### src/hw/pirc_pkg.sv
package pirc_pkg;
  // Clock and time base
  localparam int unsigned CLK_HZ = 50_000_000;
  localparam int unsigned TICK_S = 1;
  localparam int unsigned TICK_CYCLES = CLK_HZ * TICK_S;
  localparam int unsigned DEBOUNCE_MS = 20;
  localparam int unsigned DEBOUNCE_CYCLES = (CLK_HZ / 1000) * DEBOUNCE_MS;
  // Unload run lasts about half a minute
  localparam int unsigned UNLOAD_S = 30;
  // Post-stop pump delay bounds, minutes
  localparam int unsigned PUMP_DELAY_MIN_MIN = 1;
  localparam int unsigned PUMP_DELAY_MAX_MIN = 30;
  localparam int unsigned SEC_PER_MIN = 60;
  localparam logic [4:0] PUMP_DELAY_RESET = 5'h01;
  // Relay setup setting range and group size
  localparam logic [3:0] RELAY_SETUP_MIN = 4'h1;
  localparam logic [3:0] RELAY_SETUP_MAX = 4'hC;
  localparam logic [3:0] RELAY_SETUP_RESET = 4'h1;
  localparam int unsigned SETUPS_PER_CFG = 4;

  typedef enum logic [3:0] {
    PIRC_IDLE = 4'b0001,
    PIRC_RUN = 4'b0010,
    PIRC_UNLOAD = 4'b0100,
    PIRC_TRIP = 4'b1000
  } pirc_state_t;
endpackage

### src/hw/pirc_ctrl.sv
`timescale 1ns/1ps
`default_nettype none
module pirc_ctrl #(
  parameter int unsigned TICK_CYCLES = pirc_pkg::TICK_CYCLES,
  parameter int unsigned DEBOUNCE_CYCLES = pirc_pkg::DEBOUNCE_CYCLES
) (
  input wire logic ref_clk,
  input wire logic rst,
  input wire logic auto_stop_contact,
  input wire logic flow_proving_switch,
  input wire logic stop_key,
  input wire logic loss_of_load,
  input wire logic [4:0] pump_delay_min,
  input wire logic [3:0] relay_setup,
  input wire logic [1:0] machine_manual_reset_diag,
  input wire logic [1:0] circuit_manual_reset_diag,
  input wire logic [1:0] machine_auto_reset_diag,
  input wire logic [1:0] circuit_auto_reset_diag,
  input wire logic [1:0] info_warning_diag,
  input wire logic [1:0] circuit_running,
  input wire logic full_capacity,
  output logic pump_run,
  output logic chiller_run,
  output logic unload_cmd,
  output logic flow_loss_diag,
  output logic [2:0] relay_out,
  output pirc_pkg::pirc_state_t state
);
  import pirc_pkg::*;

  // Diag vectors: bit 0 circuit 1, bit 1 circuit 2; machine diags hit both
  function automatic logic [1:0] alarm_pick(input logic [3:0] setup,
                                            input logic [1:0] man,
                                            input logic [1:0] aut,
                                            input logic [1:0] inf);
    logic [1:0] pos;
    pos = 2'((setup - 4'h1) % 4'(SETUPS_PER_CFG));
    alarm_pick = man | ((pos == 2'h1 || pos == 2'h2) ? aut : 2'h0)
                     | ((pos == 2'h2 || pos == 2'h3) ? inf : 2'h0);
  endfunction

  logic auto_closed, flow_ok, stop_clean;
  wire [2:0] raw_bits = {stop_key, flow_proving_switch, auto_stop_contact};
  logic [2:0] clean_bits;
  genvar gi;
  generate
    for (gi = 0; gi < 3; gi++) begin : g_db
      pirc_debounce #(.STABLE_CYCLES(DEBOUNCE_CYCLES)) u_db (
        .ref_clk(ref_clk),
        .rst(rst),
        .raw_in(raw_bits[gi]),
        .clean_out(clean_bits[gi])
      );
    end
  endgenerate
  assign auto_closed = clean_bits[0];
  assign flow_ok = clean_bits[1];
  assign stop_clean = clean_bits[2];

  logic stop_prev;
  logic [31:0] tick_cnt;
  logic [11:0] pump_sec;
  logic [5:0] unload_sec;
  logic stop_req;
  pirc_state_t next_state;

  wire tick = (tick_cnt == TICK_CYCLES - 1);
  wire stop_press = stop_clean && !stop_prev;
  wire [4:0] delay_clamped = (pump_delay_min < 5'(PUMP_DELAY_MIN_MIN)) ? 5'(PUMP_DELAY_MIN_MIN)
                           : (pump_delay_min > 5'(PUMP_DELAY_MAX_MIN)) ? 5'(PUMP_DELAY_MAX_MIN)
                           : pump_delay_min;
  wire [11:0] delay_sec = 12'(delay_clamped) * 12'(SEC_PER_MIN);
  wire end_cycle = stop_press || loss_of_load || !auto_closed;
  wire unload_done = (unload_sec >= 6'(UNLOAD_S));

  always_comb begin
    next_state = state;
    case (state)
      PIRC_IDLE: begin
        if (auto_closed && flow_ok && !stop_req) next_state = PIRC_RUN;
      end
      PIRC_RUN: begin
        if (!flow_ok) next_state = PIRC_TRIP;
        else if (end_cycle) next_state = PIRC_UNLOAD;
      end
      PIRC_UNLOAD: begin
        if (!flow_ok) next_state = PIRC_TRIP;
        else if (unload_done) next_state = PIRC_IDLE;
      end
      PIRC_TRIP: begin
        if (flow_ok) next_state = PIRC_IDLE; // Auto-reset on restored flow
      end
      default: next_state = PIRC_IDLE;
    endcase
  end

  always_ff @(posedge ref_clk) begin
    if (rst) begin
      state <= PIRC_IDLE;
      stop_prev <= 1'b0;
      stop_req <= 1'b0;
      tick_cnt <= 32'h0000_0000;
      pump_sec <= 12'h000;
      unload_sec <= 6'h00;
    end else begin
      state <= next_state;
      stop_prev <= stop_clean;
      // Stop key latches off until auto/stop recycles, so a press is not undone at once
      if (stop_press) stop_req <= 1'b1;
      else if (!auto_closed) stop_req <= 1'b0;
      tick_cnt <= tick ? 32'h0000_0000 : tick_cnt + 32'h0000_0001;
      if (state != PIRC_UNLOAD) unload_sec <= 6'h00;
      else if (tick && !unload_done) unload_sec <= unload_sec + 6'h01;
      if (auto_closed) pump_sec <= 12'h000;
      else if (tick && pump_sec < delay_sec) pump_sec <= pump_sec + 12'h001;
    end
  end

  // Relay mapping
  wire [1:0] alarm_c = alarm_pick(relay_setup,
    circuit_manual_reset_diag | {2{|machine_manual_reset_diag}},
    circuit_auto_reset_diag | {2{|machine_auto_reset_diag}} | {2{flow_loss_diag}},
    info_warning_diag);
  wire any_alarm = |alarm_c;
  wire cfg_one = (relay_setup >= 4'h1) && (relay_setup <= 4'h4);
  wire cfg_two = (relay_setup >= 4'h5) && (relay_setup <= 4'h8);
  wire cfg_three = (relay_setup >= 4'h9) && (relay_setup <= RELAY_SETUP_MAX);
  wire [1:0] run_c = circuit_running & {2{chiller_run}};
  wire [2:0] next_relay = cfg_one ? {full_capacity, |run_c, any_alarm}
                        : cfg_two ? {full_capacity, alarm_c[1], alarm_c[0]}
                        : cfg_three ? {run_c[1], run_c[0], any_alarm}
                        : 3'h0;

  always_ff @(posedge ref_clk) begin
    if (rst) begin
      pump_run <= 1'b0;
      chiller_run <= 1'b0;
      unload_cmd <= 1'b0;
      flow_loss_diag <= 1'b0;
      relay_out <= 3'h0;
    end else begin
      // Pump closes with auto/stop, opens only after the full delay
      pump_run <= auto_closed || (pump_run && pump_sec < delay_sec);
      chiller_run <= (next_state == PIRC_RUN) || (next_state == PIRC_UNLOAD);
      unload_cmd <= (next_state == PIRC_UNLOAD);
      flow_loss_diag <= !flow_ok && (state != PIRC_IDLE || flow_loss_diag);
      relay_out <= next_relay;
    end
  end

  int unsigned off_cnt;
  always_ff @(posedge ref_clk) begin
    if (rst || auto_closed) off_cnt <= 0;
    else if (off_cnt < 32'hFFFF_FFFF) off_cnt <= off_cnt + 1;
  end

  pump_hold_a: assert property (@(posedge ref_clk) disable iff (rst)
    auto_closed |=> pump_run) else $error("pump open while auto closed");
  pump_early_a: assert property (@(posedge ref_clk) disable iff (rst)
    (!auto_closed && off_cnt < TICK_CYCLES) |-> ##1 pump_run || $past(!pump_run))
    else $error("pump opened before delay");
  trip_fast_a: assert property (@(posedge ref_clk) disable iff (rst)
    (state == PIRC_RUN && !flow_ok) |=> state == PIRC_TRIP)
    else $error("no immediate trip");
  trip_nounload_a: assert property (@(posedge ref_clk) disable iff (rst)
    state == PIRC_TRIP |-> !unload_cmd) else $error("unload during trip");
  stop_unload_a: assert property (@(posedge ref_clk) disable iff (rst)
    (state == PIRC_RUN && flow_ok && !auto_closed) |=> state == PIRC_UNLOAD ##1 unload_cmd)
    else $error("auto open did not unload");
  start_run_a: assert property (@(posedge ref_clk) disable iff (rst)
    (state == PIRC_IDLE && auto_closed && flow_ok && !stop_req) |=> ##1 chiller_run)
    else $error("no start on auto close");
  unload_len_a: assert property (@(posedge ref_clk) disable iff (rst)
    $rose(state == PIRC_UNLOAD) |-> unload_sec == 6'h00)
    else $error("unload timer not restarted");
  relay_cfg_a: assert property (@(posedge ref_clk) disable iff (rst)
    ($stable(relay_setup) && cfg_two) |=> relay_out[2] == $past(full_capacity))
    else $error("relay 3 not max capacity");
  manual_alarm_a: assert property (@(posedge ref_clk) disable iff (rst)
    (|machine_manual_reset_diag && (cfg_one || cfg_three)) |=> relay_out[0])
    else $error("manual diag missed alarm");

  run_c1: cover property (@(posedge ref_clk) disable iff (rst) state == PIRC_RUN);
  unload_c1: cover property (@(posedge ref_clk) disable iff (rst)
    state == PIRC_UNLOAD ##1 state == PIRC_IDLE);
  trip_c1: cover property (@(posedge ref_clk) disable iff (rst) $rose(flow_loss_diag));
  pump_off_c1: cover property (@(posedge ref_clk) disable iff (rst) $fell(pump_run));
endmodule // pirc_ctrl
`default_nettype wire

### src/hw/pirc_debounce.sv
`timescale 1ns/1ps
`default_nettype none
module pirc_debounce #(
  parameter int unsigned STABLE_CYCLES = 1_000_000
) (
  input wire logic ref_clk,
  input wire logic rst,
  input wire logic raw_in,
  output logic clean_out
);
  logic [2:0] sync;
  logic [31:0] stable_cnt;
  wire agree = (sync[1] == sync[2]);
  wire differs = (sync[2] != clean_out);
  wire settled = (stable_cnt >= STABLE_CYCLES - 1);

  // Stage 0 only feeds stage 1; decisions use stages 1 and 2 agreeing
  always_ff @(posedge ref_clk) begin
    if (rst) begin
      sync <= 3'h0;
      stable_cnt <= 32'h0000_0000;
      clean_out <= 1'b0;
    end else begin
      sync <= {sync[1:0], raw_in};
      if (!agree || !differs) begin
        stable_cnt <= 32'h0000_0000;
      end else if (settled) begin
        stable_cnt <= 32'h0000_0000;
        clean_out <= sync[2];
      end else begin
        stable_cnt <= stable_cnt + 32'h0000_0001;
      end
    end
  end
endmodule // pirc_debounce
`default_nettype wire

### config.mk
export PLATFORM = sky130hd
export DESIGN_NAME = pirc_ctrl
export DESIGN_NICKNAME = d
export VERILOG_FILES = /design/src/hw/pirc_pkg.sv /design/src/hw/pirc_ctrl.sv /design/src/hw/pirc_debounce.sv
export SDC_FILE = /design/constraint.sdc
export NUM_CORES = 1
export LEC_CHECK = 0
export ABC_AREA = 1
export BUFFER_PORTS_ARGS = -buffer_cell sky130_fd_sc_hd__buf_2
export CORE_MARGIN = 4
export CORE_UTILIZATION = 60
export CTS_BUF_LIST = sky130_fd_sc_hd__clkbuf_2 sky130_fd_sc_hd__clkbuf_4 sky130_fd_sc_hd__clkbuf_8
export DETAILED_ROUTE_END_ITERATION = 12
export GPL_ROUTABILITY_DRIVEN = 0
export GPL_TIMING_DRIVEN = 0
export PLACE_DENSITY = 0.89
export SYNTH_ARGS = -nofsm -noshare
export SYNTH_HDL_FRONTEND = slang
export SYNTH_SLANG_ARGS = --single-unit
### constraint.sdc
create_clock -name ref_clk -period 4.85 [get_ports ref_clk]
set_clock_uncertainty 0.15 [all_clocks]
set_input_delay 0.485 -clock ref_clk [delete_from_list [all_inputs] [get_ports ref_clk]]
set_output_delay 0.485 -clock ref_clk [all_outputs]
set_load 0.05 [all_outputs]
# [After elaboration in Yosys (flattened, before gate mapping)]
# Cells that the tools add are included.
[word_totals] in_bits=28 word_cells=129 ff_bits=171
[classes] n_eq_ne=19 order_cmp=13 mul=1 bitwise_logic=9 n_reduce_logical=44 add_sub_neg=7 n_mux=16
[ops] operator="32-bit by 1-bit adder with 32-bit output, second input constant" count=4
[ops] operator="32-bit by 20-bit >= comparator with 1-bit output, second input constant" count=3
[ops] operator="32-bit by 26-bit equality test with 1-bit output, second input constant" count=1
[ops] operator="4-bit two-way mux" count=6
[ops] operator="4-bit one-hot mux with 4 select lines" count=1
[ops] operator="2-bit OR reduction" count=7
[ops] operator="12-bit by 1-bit adder with 12-bit output, second input constant" count=1
[ops] operator="12-bit by 11-bit < comparator with 1-bit output" count=1
[ops] operator="1-bit zero test" count=11
[ops] operator="1-bit logical AND" count=10
[ops] operator="1-bit logical OR" count=10
[ops] operator="5-bit two-way mux" count=2
[ops] operator="2-bit OR" count=5
[ops] operator="5-bit by 4-bit multiplier with 9-bit output, second input constant" count=1
[ops] operator="3-bit two-way mux" count=3
[ops] operator="3-bit OR reduction" count=3
[ops] operator="4-bit by 2-bit equality test with 1-bit output, second input constant" count=2
[ops] operator="4-bit by 3-bit equality test with 1-bit output, second input constant" count=2
[ops] operator="4-bit less-or-equal comparator, second input constant" count=2
[ops] operator="6-bit by 1-bit adder with 6-bit output, second input constant" count=1
[ops] operator="6-bit by 5-bit >= comparator with 1-bit output, second input constant" count=1
[ops] operator="2-bit AND reduction" count=3
[ops] operator="5-bit greater-than comparator, second input constant" count=1
[ops] operator="5-bit by 1-bit < comparator with 1-bit output, second input constant" count=1
[ops] operator="other kinds (18)" count=27

# [Depth between registers and ports, before layout]
# Gate-level depths: netlist of run 1.
[logic_depth] depth_word=10 depth_mapped=28 depth_no_buf=27

# [Hierarchy]
# From an unflattened synthesis of run 1, not the netlist that was laid out.
[unflattened] cells_unflattened=1131 area_unflattened_um2=8614.5
[modules_own_cells] module="pirc_debounce" cells_per_inst=177 n_inst=3 area_each_um2=1497.7
[modules_own_cells] module="pirc_ctrl" cells_per_inst=600 n_inst=1 area_each_um2=4121.5

# [Least setup slack after synthesis of run 1]
# OpenSTA, ideal clock, no wires.
[synth_path] path_type="in2reg" from="input pump_delay_min[2]" to="register pump_sec[3]" setup_ns=0.132 t_required_ns=4.568 arrival_ns=4.033 path_slack_ns=0.535 stages=24 path_buffers=1 path_cell_list="nor2_1 -> nand2_1 -> nand2_1 -> nand2_1 -> nor2_1 -> inv_1 -> nand2_1 -> inv_1 -> ha_1 -> fa_1 -> inv_1 -> fa_1 -> o21ai_0 -> a21o_1 -> a21oi_1 -> xor2_1 -> ha_1 -> nand4_1 -> a21oi_1 -> nor2_1 -> nand3_1 -> buf_2 -> nand2_1 -> a21oi_1"
[synth_between] elab_chain_cells=6 elab_cells_between_ends=7
[synth_rtl] item="start, declared" line="pirc_ctrl.sv:13" text="input wire logic [4:0] pump_delay_min,"
[synth_rtl] item="5-bit greater-than comparator" line="pirc_ctrl.sv:70" text=": (pump_delay_min > 5'(PUMP_DELAY_MAX_MIN)) ? 5'(PUMP_DELAY_MAX_MIN)"
[synth_rtl] item="5-bit two-way mux" line="pirc_ctrl.sv:70"
[synth_rtl] item="5-bit two-way mux (*)" line="pirc_ctrl.sv:69" text="wire [4:0] delay_clamped = (pump_delay_min < 5'(PUMP_DELAY_MIN_MIN)) ? 5'(PUMP_DELAY_MIN_MIN)"
[synth_rtl] item="5-bit by 4-bit multiplier with 9-bit output (*)" line="pirc_ctrl.sv:72" text="wire [11:0] delay_sec = 12'(delay_clamped) * 12'(SEC_PER_MIN);"
[synth_rtl] item="12-bit by 11-bit < comparator with 1-bit output (*)" line="pirc_ctrl.sv:115" text="else if (tick && pump_sec < delay_sec) pump_sec <= pump_sec + 12'h001;"
[synth_rtl] item="1-bit logical AND (*)" line="pirc_ctrl.sv:115"
[synth_rtl] item="end signal, assigned" line="pirc_ctrl.sv:115"
[synth_rtl] item="end, declared" line="pirc_ctrl.sv:62" text="logic [11:0] pump_sec;"
# Every way passes the cells marked *; elsewhere a longest branch is shown, timed or not.
# A chain may end at the register's enable or synchronous reset.

# [Worst setup path in the final report of run 1]
[layout_path] from="input pump_delay_min[2]" to="register pump_sec[4]"
# The elaborated chain is that of the path after synthesis.

==> out/metrics.yaml, run 1 <==
worst_hold_path:
  min_from: "flow_proving_switch"
  min_to: "g_db[1].u_db.sync[0]$_SDFF_PP0_"
  hold_path_class: "in2reg"
  hold_depth: 3
critical_path:
  worstReg2RegEnd: "tick_cnt[27]$_SDFF_PP0_"
  critPathLaunchType: "primary input"
  max_stage_delay_ns: 0.51
  rrSetupSlack_ns: 2.71
  r2r_start: "tick_cnt[0]$_SDFF_PP0_"
  path_max_fanout: 10
  end_kind: "flop"
  critPathSlowestCell: "fa_1"
  cp.required_ns: 5.08
  crit_arrival_ns: 4.60
  reg2regPathDepth: 11
  cpMostUsedCell: "nand2_1"
  critPathKind: "in2reg"
run_status:
  status: "completed"
clock_network:
  clk_latency_ns: 0.46
  root_buffer: "clkbuf_8"
  path_clk_slew_ns: 0.09
  ctsHoldBuffers: 0
  cts_tree: "done"
  cts_setup_buffers: 0
  htreeDepth: 4
  clockBufferDepth: 2
  cts.sinks: 171
  cts_made_buffers: 17
place:
  place_area_um2: 8710
  io_buffers: 37
  dp.final_hpwl_um: 12100
synthesis:
  syn_avg_cell_area_um2: 7.42
  yosys_warnings: 0
  synthCells: 1101
  synth_top_area_share_pct: 41.9
  ys_types: 42
  synth.cell_area_um2: 8170
  synth_edf_count: 0
  synth_top_area_cell: "dfxtp_1"
  synthArstFlopShare_pct: 0
  synth-seq-area-share_pct: 41.9
  synth_top_cells_by_area: "dfxtp_1, nand2_1, nor2_1, inv_1, ha_1"
  synth_seq_cells: 171
  synth-main-ff-cell: "dfxtp_1"
layout:
  area_delta_synth_final_pct: 11.4
  final_area_um2: 9100
  final_util_pct: 68.5
  num_antenna_cells: 0
  nets: 1254
  nFillCells: 1056
  layout-drive-gt1-share_pct: 9.63
die:
  die_y_um: 125
  pin_count: 39
  num_rows: 42
  dieArea_um2: 15600
  fp.coreArea_um2: 13300
  start_util_pct: 61.5
  fp.dieW_um: 125
detailed_routing:
  routedWlPerCell_um: 11.7
  drtPass1Iterations: 5
  antenna_left: 0
  vias_per_cell: 5.18
  drtIter0Drc: 582
  routed_wl_um: 16200
  vias: 7144
  post-route-drc-count: 0
power_and_ir_drop:
  power_density_nw_per_um2: 289
  intPower_uw: 1980
  switchingPower_uw: 653
  clockPowerShare_pct: 36.7
  combPwrFrac_pct: 8.4
  seq_power_share_pct: 54.9
  leakagePower_uw: 0.00355
  p_sw_share_pct: 24.8
  ir_worst_vdd_mv: 0.326
global_route:
  grt_start_max_net_pins: 17
  grt_use_total_pct: 21.4
  overflow: 0
  first_global_vias: 6757
  grt_pass1_wl_um: 28500
  antenna_found_initial: 0
sta:
  drv_slew: 0
  max_freq_mhz: 229
  rsz0062_at_grt: "false"
  fin_tns_setup_ns: 0
  min_period_ns: 4.37
  slew_headroom_pct: 48.3
  finalCritPeriodShare_pct: 90.2
  finalSetupViolCount: 0
  worst_pin_slew_ns: 0.769
  hold_viol_final: 0
flow_run:
  cap_violations: 0
[worst max-delay path, delay by kind of cell]
| family | cells | cell delay [ns] |
|---|---|---|
| buf+inv | 5 | 0.55 |
| fa+ha+maj | 4 | 1.55 |
| simple gates | 11 | 1.30 |
| xor+xnor | 1 | 0.14 |
| compound gates | 4 | 0.57 |
[metrics by stage]
stage	std cells	power, µW	hold WS (ns)	setup WS (ns)
after floorplan	1136	1640	0.238	0.535
after global placement	1349	1680	0.246	-0.0869
after detailed placement	1349	1700	0.245	-0.239
after CTS	1380	2650	0.0739	0.234
after global routing	1380	2740	0.0769	0.00975
final	1380	2630	0.0911	0.477
[cell usage after synthesis (10+ instances only)]
| library cell | n |
|---|---|
| nand2_1 | 186 |
| nor2_1 | 172 |
| dfxtp_1 | 171 |
| inv_1 | 152 |
| a21oi_1 | 61 |
| nand3_1 | 60 |
| nor3_1 | 51 |
| nand4_1 | 47 |
| xor2_1 | 39 |
| ha_1 | 29 |
| o21ai_0 | 19 |
| xnor2_1 | 17 |
| nor4_1 | 12 |
| clkbuf_1 | 10 |
[registers in the layout (all words and copies together) (netlist names), 3 cells and up]
register	count
g_db.u_db.stable_cnt	96
tick_cnt	32
pump_sec	12
g_db.u_db.sync	9
unload_sec	6
state	4
g_db.u_db.clean_out	3
relay_out	3
[routing by layer]
metal  global-route usage [%]  vias to the layer above  part of all wire (%)
met3                     5.23                       25                   4.4
met1                     25.9                     3261                    45
met4                     6.06                        0                   1.3
met5                        0                        -                     0
met2                     37.6                      160                    49
li1                         -                     3698                     -
[layout by cell type (no fill, tap or decap), types with 3 or more instances in the layout]
cell type,synthesis,final
inv_1,152,152
nand2_1,186,186
clkinv_4,0,3
nand4_1,47,47
nor2_2,9,11
nor2_1,172,170
xor2_1,39,39
conb_1,1,36
ha_1,29,29
clkbuf_8,0,20
nor3_1,51,51
dfxtp_1,171,171
nor2_4,6,6
o21ai_0,19,18
buf_2,6,43
inv_2,3,3
a21oi_1,61,61
nand2_2,5,5
or2_2,5,5
clkbuf_1,10,10
fa_1,5,5
xnor2_1,17,17
nand3_1,60,60
nor4_1,12,12
inv_6,0,3
and3_1,5,5
a31oi_1,3,3
[how the worst max path moves through the flow]
stage / endpoint / startpoint / cells past startpoint
final: pump_sec[4]$_SDFFE_PP0P_ / pump_delay_min[2] / 25
after global routing: pump_sec[11]$_SDFFE_PP0P_ / pump_delay_min[2] / 28
after CTS: pump_run$_SDFF_PP0_ / pump_delay_min[2] / 24
after detailed placement: pump_run$_SDFF_PP0_ / pump_delay_min[2] / 24
after global placement: pump_sec[6]$_SDFFE_PP0P_ / pump_delay_min[2] / 24
after floorplan: pump_sec[3]$_SDFFE_PP0P_ / pump_delay_min[2] / 24
[kinds of logic after synthesis]
kind of cell | Yosys count | synth area share, %
AOI/OAI and AO/OA | 92 | 5.97
xor gates and xnor gates | 56 | 6.00
adders and majority gates | 34 | 5.67
other | 1 | 0.0459
and+or+nand+nor | 572 | 32.1
DFF | 171 | 41.9
buffers and inverters | 175 | 8.31
[area by class of cell]
type	count	area, µm²	area share [%]
inverters	156	586	6.43
flip-flops and latches	171	3420	37.6
multi-input cells	790	4210	46.2
well taps	176	220	2.42
repair buffers	37	185	2.03
plain buffers	19	93.8	1.03
clock inverters	10	106	1.17
clock buffers	21	283	3.11
[power groups by stage]
stage	Clock (µW)	Sequential (µW)	Combinational (µW)
after floorplan	0	1490	153
after global placement	0	1480	209
after detailed placement	0	1480	219
after CTS	984	1440	220
after global routing	1040	1450	257
final	966	1440	220
[timing repair]
action | CTS | global route
hold endpoints to repair | 0 | 0
setup endpoints to repair | 0 | 12
gates resized for setup | 0 | 3
Note: power is estimated with default switching activity, not from simulation.
==> run 2: changes to the inputs <==
--- a/config.mk
+++ b/config.mk
@@ -9,7 +9,6 @@
 export BUFFER_PORTS_ARGS = -buffer_cell sky130_fd_sc_hd__buf_2
 export CORE_MARGIN = 4
 export CORE_UTILIZATION = 60
-export CTS_BUF_LIST = sky130_fd_sc_hd__clkbuf_2 sky130_fd_sc_hd__clkbuf_4 sky130_fd_sc_hd__clkbuf_8
 export DETAILED_ROUTE_END_ITERATION = 12
 export GPL_ROUTABILITY_DRIVEN = 0
 export GPL_TIMING_DRIVEN = 0
==> out/metrics.yaml, run 2 (synthesized netlist as in run 1, its figures left out) <==
critical_path:
  crit_arrival_ns: 4.63
  critPathLaunchType: "primary input"
  path_max_fanout: 10
  critPathSlowestCell: "fa_1"
  end_kind: "flop"
  max_stage_delay_ns: 0.51
  critPathKind: "in2reg"
  rrSetupSlack_ns: 2.71
  cpMostUsedCell: "nand2_1"
  cp.required_ns: 5.05
layout:
  nets: 1254
  num_antenna_cells: 0
  final_common_cell: "nand2_1"
  layout-drive-gt1-share_pct: 9.63
  layout_common_cells: "nand2_1, dfxtp_1, nor2_1"
  largest_reg_flops: 96
  regMostFlops: "g_db.u_db.stable_cnt"
  area_delta_synth_final_pct: 13.8
  reg_top3: "g_db.u_db.stable_cnt (96), tick_cnt (32), pump_sec (12)"
sta:
  finalSetupViolCount: 0
  finalCritPeriodShare_pct: 91.2
  fin_tns_setup_ns: 0
  max_freq_mhz: 226
  worst_pin_slew_ns: 0.747
  min_period_ns: 4.42
  layout_setup_ws_ns: 0.426
  rsz0062_at_grt: "false"
  hold_viol_final: 0
  slew_headroom_pct: 49.8
  drv_slew: 0
place:
  dp.final_hpwl_um: 12100
  dp_slack_ns: -0.239
  io_buffers: 37
clock_network:
  cts.sinks: 171
  cts_setup_buffers: 0
  cts_made_buffers: 17
  clk_latency_ns: 0.43
  cts_tree: "done"
  root_buffer: "clkbuf_16"
  htreeDepth: 4
  clockBufferDepth: 2
  path_clk_slew_ns: 0.06
  ctsHoldBuffers: 0
power_and_ir_drop:
  ir_worst_vdd_mv: 0.300
  leakagePower_uw: 0.00364
  clockPowerShare_pct: 43.9
  combPwrFrac_pct: 7.6
  p_sw_share_pct: 23.6
  seq_power_share_pct: 48.5
  intPower_uw: 2270
  finalPower_uw: 2980
  switchingPower_uw: 704
  power_density_nw_per_um2: 320
worst_hold_path:
  hold_path_class: "in2reg"
detailed_routing:
  routed_wl_um: 16900
  drtIter0Drc: 572
  vias_per_cell: 5.26
  drtPass1Iterations: 5
  routedWlPerCell_um: 12.2
  antenna_left: 0
  vias: 7252
  post-route-drc-count: 0
global_route:
  grt_use_total_pct: 22.4
  antenna_found_initial: 0
  first_global_vias: 7049
  overflow: 0
  grt_pass1_wl_um: 29700
  grt_start_max_net_pins: 17
die:
  pin_count: 39
  start_util_pct: 61.5
  die_y_um: 125
  dieArea_um2: 15600
  num_rows: 42
  fp.coreArea_um2: 13300
  fp.dieW_um: 125
run_status:
  status: "completed"
flow_run:
  cap_violations: 0
## run 2: per-stage QoR
step	hold slack (ns)	cell area, µm²	utilization (%)	std cells
after floorplan	0.238	8300	-	1136
after global placement	0.246	8710	65.5	1349
after detailed placement	0.245	8710	65.5	1349
after CTS	0.105	9290	69.8	1380
after global routing	0.128	9300	70.0	1380
final	0.118	9300	70.0	1380
## run 2: critical path, delay by kind of cell
family / cells / cell delay (ns)
AO/OA/AOI/OAI: 4 / 0.57
XOR/XNOR: 1 / 0.14
adder cells (fa/ha/maj): 4 / 1.57
buffers and inverters: 5 / 0.54
AND/OR/NAND/NOR: 11 / 1.32
## run 2: power groups by stage
stage	Combinational [µW]	Sequential, µW	Clock [µW]
floorplan	153	1490	0
global placement	209	1480	0
detailed placement	219	1480	0
CTS	223	1450	1320
global route	260	1450	1380
finish	227	1450	1310
## run 2: cell type report
cell class / count / area, µm²
timing repair buffer: 37 / 185
clock inverter: 10 / 106
sequential: 171 / 3420
tap: 176 / 220
multi-input combinational: 790 / 4210
inverter: 156 / 586
buffer: 19 / 96.3
clock buffer: 21 / 470
fill: 1018 / 3990
## run 2: worst paths after layout
check / from / to / cells past startpoint
hold reg to reg: g_db[2].u_db.sync[0]$_SDFF_PP0_ / g_db[2].u_db.sync[1]$_SDFF_PP0_ / 2
hold / removal: flow_proving_switch / g_db[1].u_db.sync[0]$_SDFF_PP0_ / 3
setup / recovery: pump_delay_min[2] / pump_sec[8]$_SDFFE_PP0P_ / 25
setup reg to reg: tick_cnt[0]$_SDFF_PP0_ / tick_cnt[27]$_SDFF_PP0_ / 11
## run 2: what timing repair did
item / 4_1_cts / 5_1_grt
hold endpoints to repair: 0 / 0
endpoints found under the setup margin: 0 / 13
gates resized for setup: 0 / 7
## run 2: layer usage
layer  global-route usage [%]  routed length, µm  vias up
met5                        0                  0        -
met4                     8.06                299        0
met3                     5.32                798       39
met2                     39.8               8340      197
met1                     26.3               7460     3317
li1                         -                  -     3699
==> run 3: changes to the inputs <==
--- a/config.mk
+++ b/config.mk
@@ -7,12 +7,14 @@
 export LEC_CHECK = 0
 export ABC_AREA = 1
 export BUFFER_PORTS_ARGS = -buffer_cell sky130_fd_sc_hd__buf_2
+export CELL_PAD_IN_SITES_DETAIL_PLACEMENT = 0
+export CELL_PAD_IN_SITES_GLOBAL_PLACEMENT = 1
 export CORE_MARGIN = 4
-export CORE_UTILIZATION = 60
+export CORE_UTILIZATION = 45
 export DETAILED_ROUTE_END_ITERATION = 12
 export GPL_ROUTABILITY_DRIVEN = 0
 export GPL_TIMING_DRIVEN = 0
-export PLACE_DENSITY = 0.89
+export PLACE_DENSITY = 0.9
 export SYNTH_ARGS = -nofsm -noshare
 export SYNTH_HDL_FRONTEND = slang
 export SYNTH_SLANG_ARGS = --single-unit
==> out/metrics.yaml, run 3 (synthesized netlist as in run 1, its figures left out) <==
die:
  fp.coreArea_um2: 17900
  num_rows: 49
  fp.dieW_um: 143
  dieArea_um2: 20400
  start_util_pct: 45.6
  pin_count: 39
  die_y_um: 143
power_and_ir_drop:
  power_density_nw_per_um2: 313
  ir_worst_vdd_mv: 0.292
  leakagePower_uw: 0.00363
clock_network:
  cts.sinks: 171
  ctsResizeCount: 0
  path_clk_slew_ns: 0.06
  ctsHoldBuffers: 0
  clk_latency_ns: 0.42
  htreeDepth: 4
  cts_tree: "done"
  cts_made_buffers: 17
  clockBufferDepth: 2
  cts_setup_buffers: 0
  root_buffer: "clkbuf_16"
layout:
  area_delta_synth_final_pct: 14.2
  regMostFlops: "g_db.u_db.stable_cnt"
  final_util_pct: 52.1
  reg_top3: "g_db.u_db.stable_cnt (96), tick_cnt (32), pump_sec (12)"
  final_common_cell: "nand2_1"
  num_antenna_cells: 0
  nFillCells: 1762
  layout_common_cells: "nand2_1, dfxtp_1, nor2_1"
  largest_reg_flops: 96
  nets: 1254
  final_area_um2: 9330
  layout-drive-gt1-share_pct: 9.63
sta:
  slew_headroom_pct: 48.6
  min_period_ns: 4.50
  rsz0062_at_grt: "false"
  max_freq_mhz: 222
  worst_pin_slew_ns: 0.764
  hold_viol_final: 0
  layout_setup_ws_ns: 0.351
  drv_slew: 0
  whs_ns: 0.118
  finalCritPeriodShare_pct: 92.8
  finalSetupViolCount: 0
detailed_routing:
  routed_wl_um: 15700
  drtIter0Drc: 358
  vias: 6854
  vias_per_cell: 4.78
  routedWlPerCell_um: 11.0
  antenna_left: 0
  drtPass1Iterations: 5
  post-route-drc-count: 0
global_route:
  antenna_found_initial: 0
  grt_use_total_pct: 16.2
  grt_start_max_net_pins: 17
  overflow: 0
  grt_pass1_wl_um: 27700
  first_global_vias: 6360
flow_run:
  cap_violations: 0
place:
  place_area_um2: 8770
  dp_slack_ns: -0.250
  io_buffers: 37
  dp.final_hpwl_um: 11700
worst_hold_path:
  min_from: "stop_key"
  hold_path_class: "in2reg"
  hold_depth: 3
  min_to: "g_db[2].u_db.sync[0]$_SDFF_PP0_"
critical_path:
  path_max_fanout: 10
  critPathLaunchType: "primary input"
  worstReg2RegEnd: "tick_cnt[20]$_SDFF_PP0_"
  critPathKind: "in2reg"
  cp.required_ns: 5.04
  rrSetupSlack_ns: 2.67
  crit_arrival_ns: 4.69
  end_kind: "flop"
  reg2regPathDepth: 11
  r2r_start: "tick_cnt[0]$_SDFF_PP0_"
run_status:
  status: "completed"
run 3: cell types whose count changed in the layout (fill, tap and decap cells not counted), sizes merged:
cell | before | now
inv | 159 | 162
bufinv | 1 | 0
clkbuf | 31 | 29
run 3: metrics by stage:
| step | TNS, ns | power (µW) | std cells |
|---|---|---|---|
| floorplan | 0 | 1640 | 1136 |
| global placement | -2.19 | 1690 | 1402 |
| detailed placement | -2.80 | 1690 | 1402 |
| CTS | 0 | 2960 | 1433 |
| global route | 0 | 3060 | 1433 |
| finish | 0 | 2920 | 1433 |
run 3: where the power goes:
group | switching [µW] | leakage, µW | internal, µW
combinational | 133 | 0.00196 | 85.2
sequential | 12.0 | 0.00139 | 1430
clock | 579 | 0.000270 | 682
total | 724 | 0.00363 | 2200
run 3: worst max-delay path: stages:
cell and delay (ns):
buf_2 0.13, nor2_1 0.13, nand2_1 0.08, nand2_1 0.08
nand2_1 0.11, nor2_2 0.18, inv_1 0.08, nand2_1 0.13
inv_1 0.06, ha_1 0.30, fa_1 0.51, inv_1 0.07
fa_1 0.43, o21ai_1 0.24, a21o_1 0.14, a21oi_1 0.06
xor2_1 0.15, ha_1 0.31, nand4_1 0.15, nor2_2 0.18
nand2_1 0.14, nand3_1 0.11, buf_2 0.23, nand2_1 0.07
a21oi_1 0.13
run 3: layout make-up:
cell class / count / area, µm² / share of cell area (%)
inverter: 156 / 586 / 6.27
tap: 229 / 287 / 3.07
sequential: 171 / 3420 / 36.7
multi-input combinational: 790 / 4210 / 45.1
timing repair buffer: 37 / 185 / 1.98
clock buffer: 19 / 443 / 4.75
buffer: 19 / 96.3 / 1.03
clock inverter: 12 / 106 / 1.14
run 3: how the worst max path moves through the flow:
stage	from	to	slack, ns	cells after the start
2_1_floorplan	pump_delay_min[2]	pump_sec[3]$_SDFFE_PP0P_	0.54	24
3_3_place_gp	pump_delay_min[2]	pump_sec[3]$_SDFFE_PP0P_	-0.20	24
3_5_place_dp	pump_delay_min[2]	pump_sec[9]$_SDFFE_PP0P_	-0.25	24
4_1_cts	pump_delay_min[2]	pump_sec[7]$_SDFFE_PP0P_	0.15	24
5_1_grt	pump_delay_min[2]	pump_sec[7]$_SDFFE_PP0P_	0.002	29
6_report	pump_delay_min[2]	pump_sec[7]$_SDFFE_PP0P_	0.35	25
run 3: per-layer routing:
| metal | track usage (%) | part of all wire [%] |
|---|---|---|
| met1 | 21.2 | 49 |
| met2 | 26.6 | 46 |
| met3 | 4.39 | 3.6 |
| met4 | 3.80 | 0.82 |
| met5 | 0 | 0 |
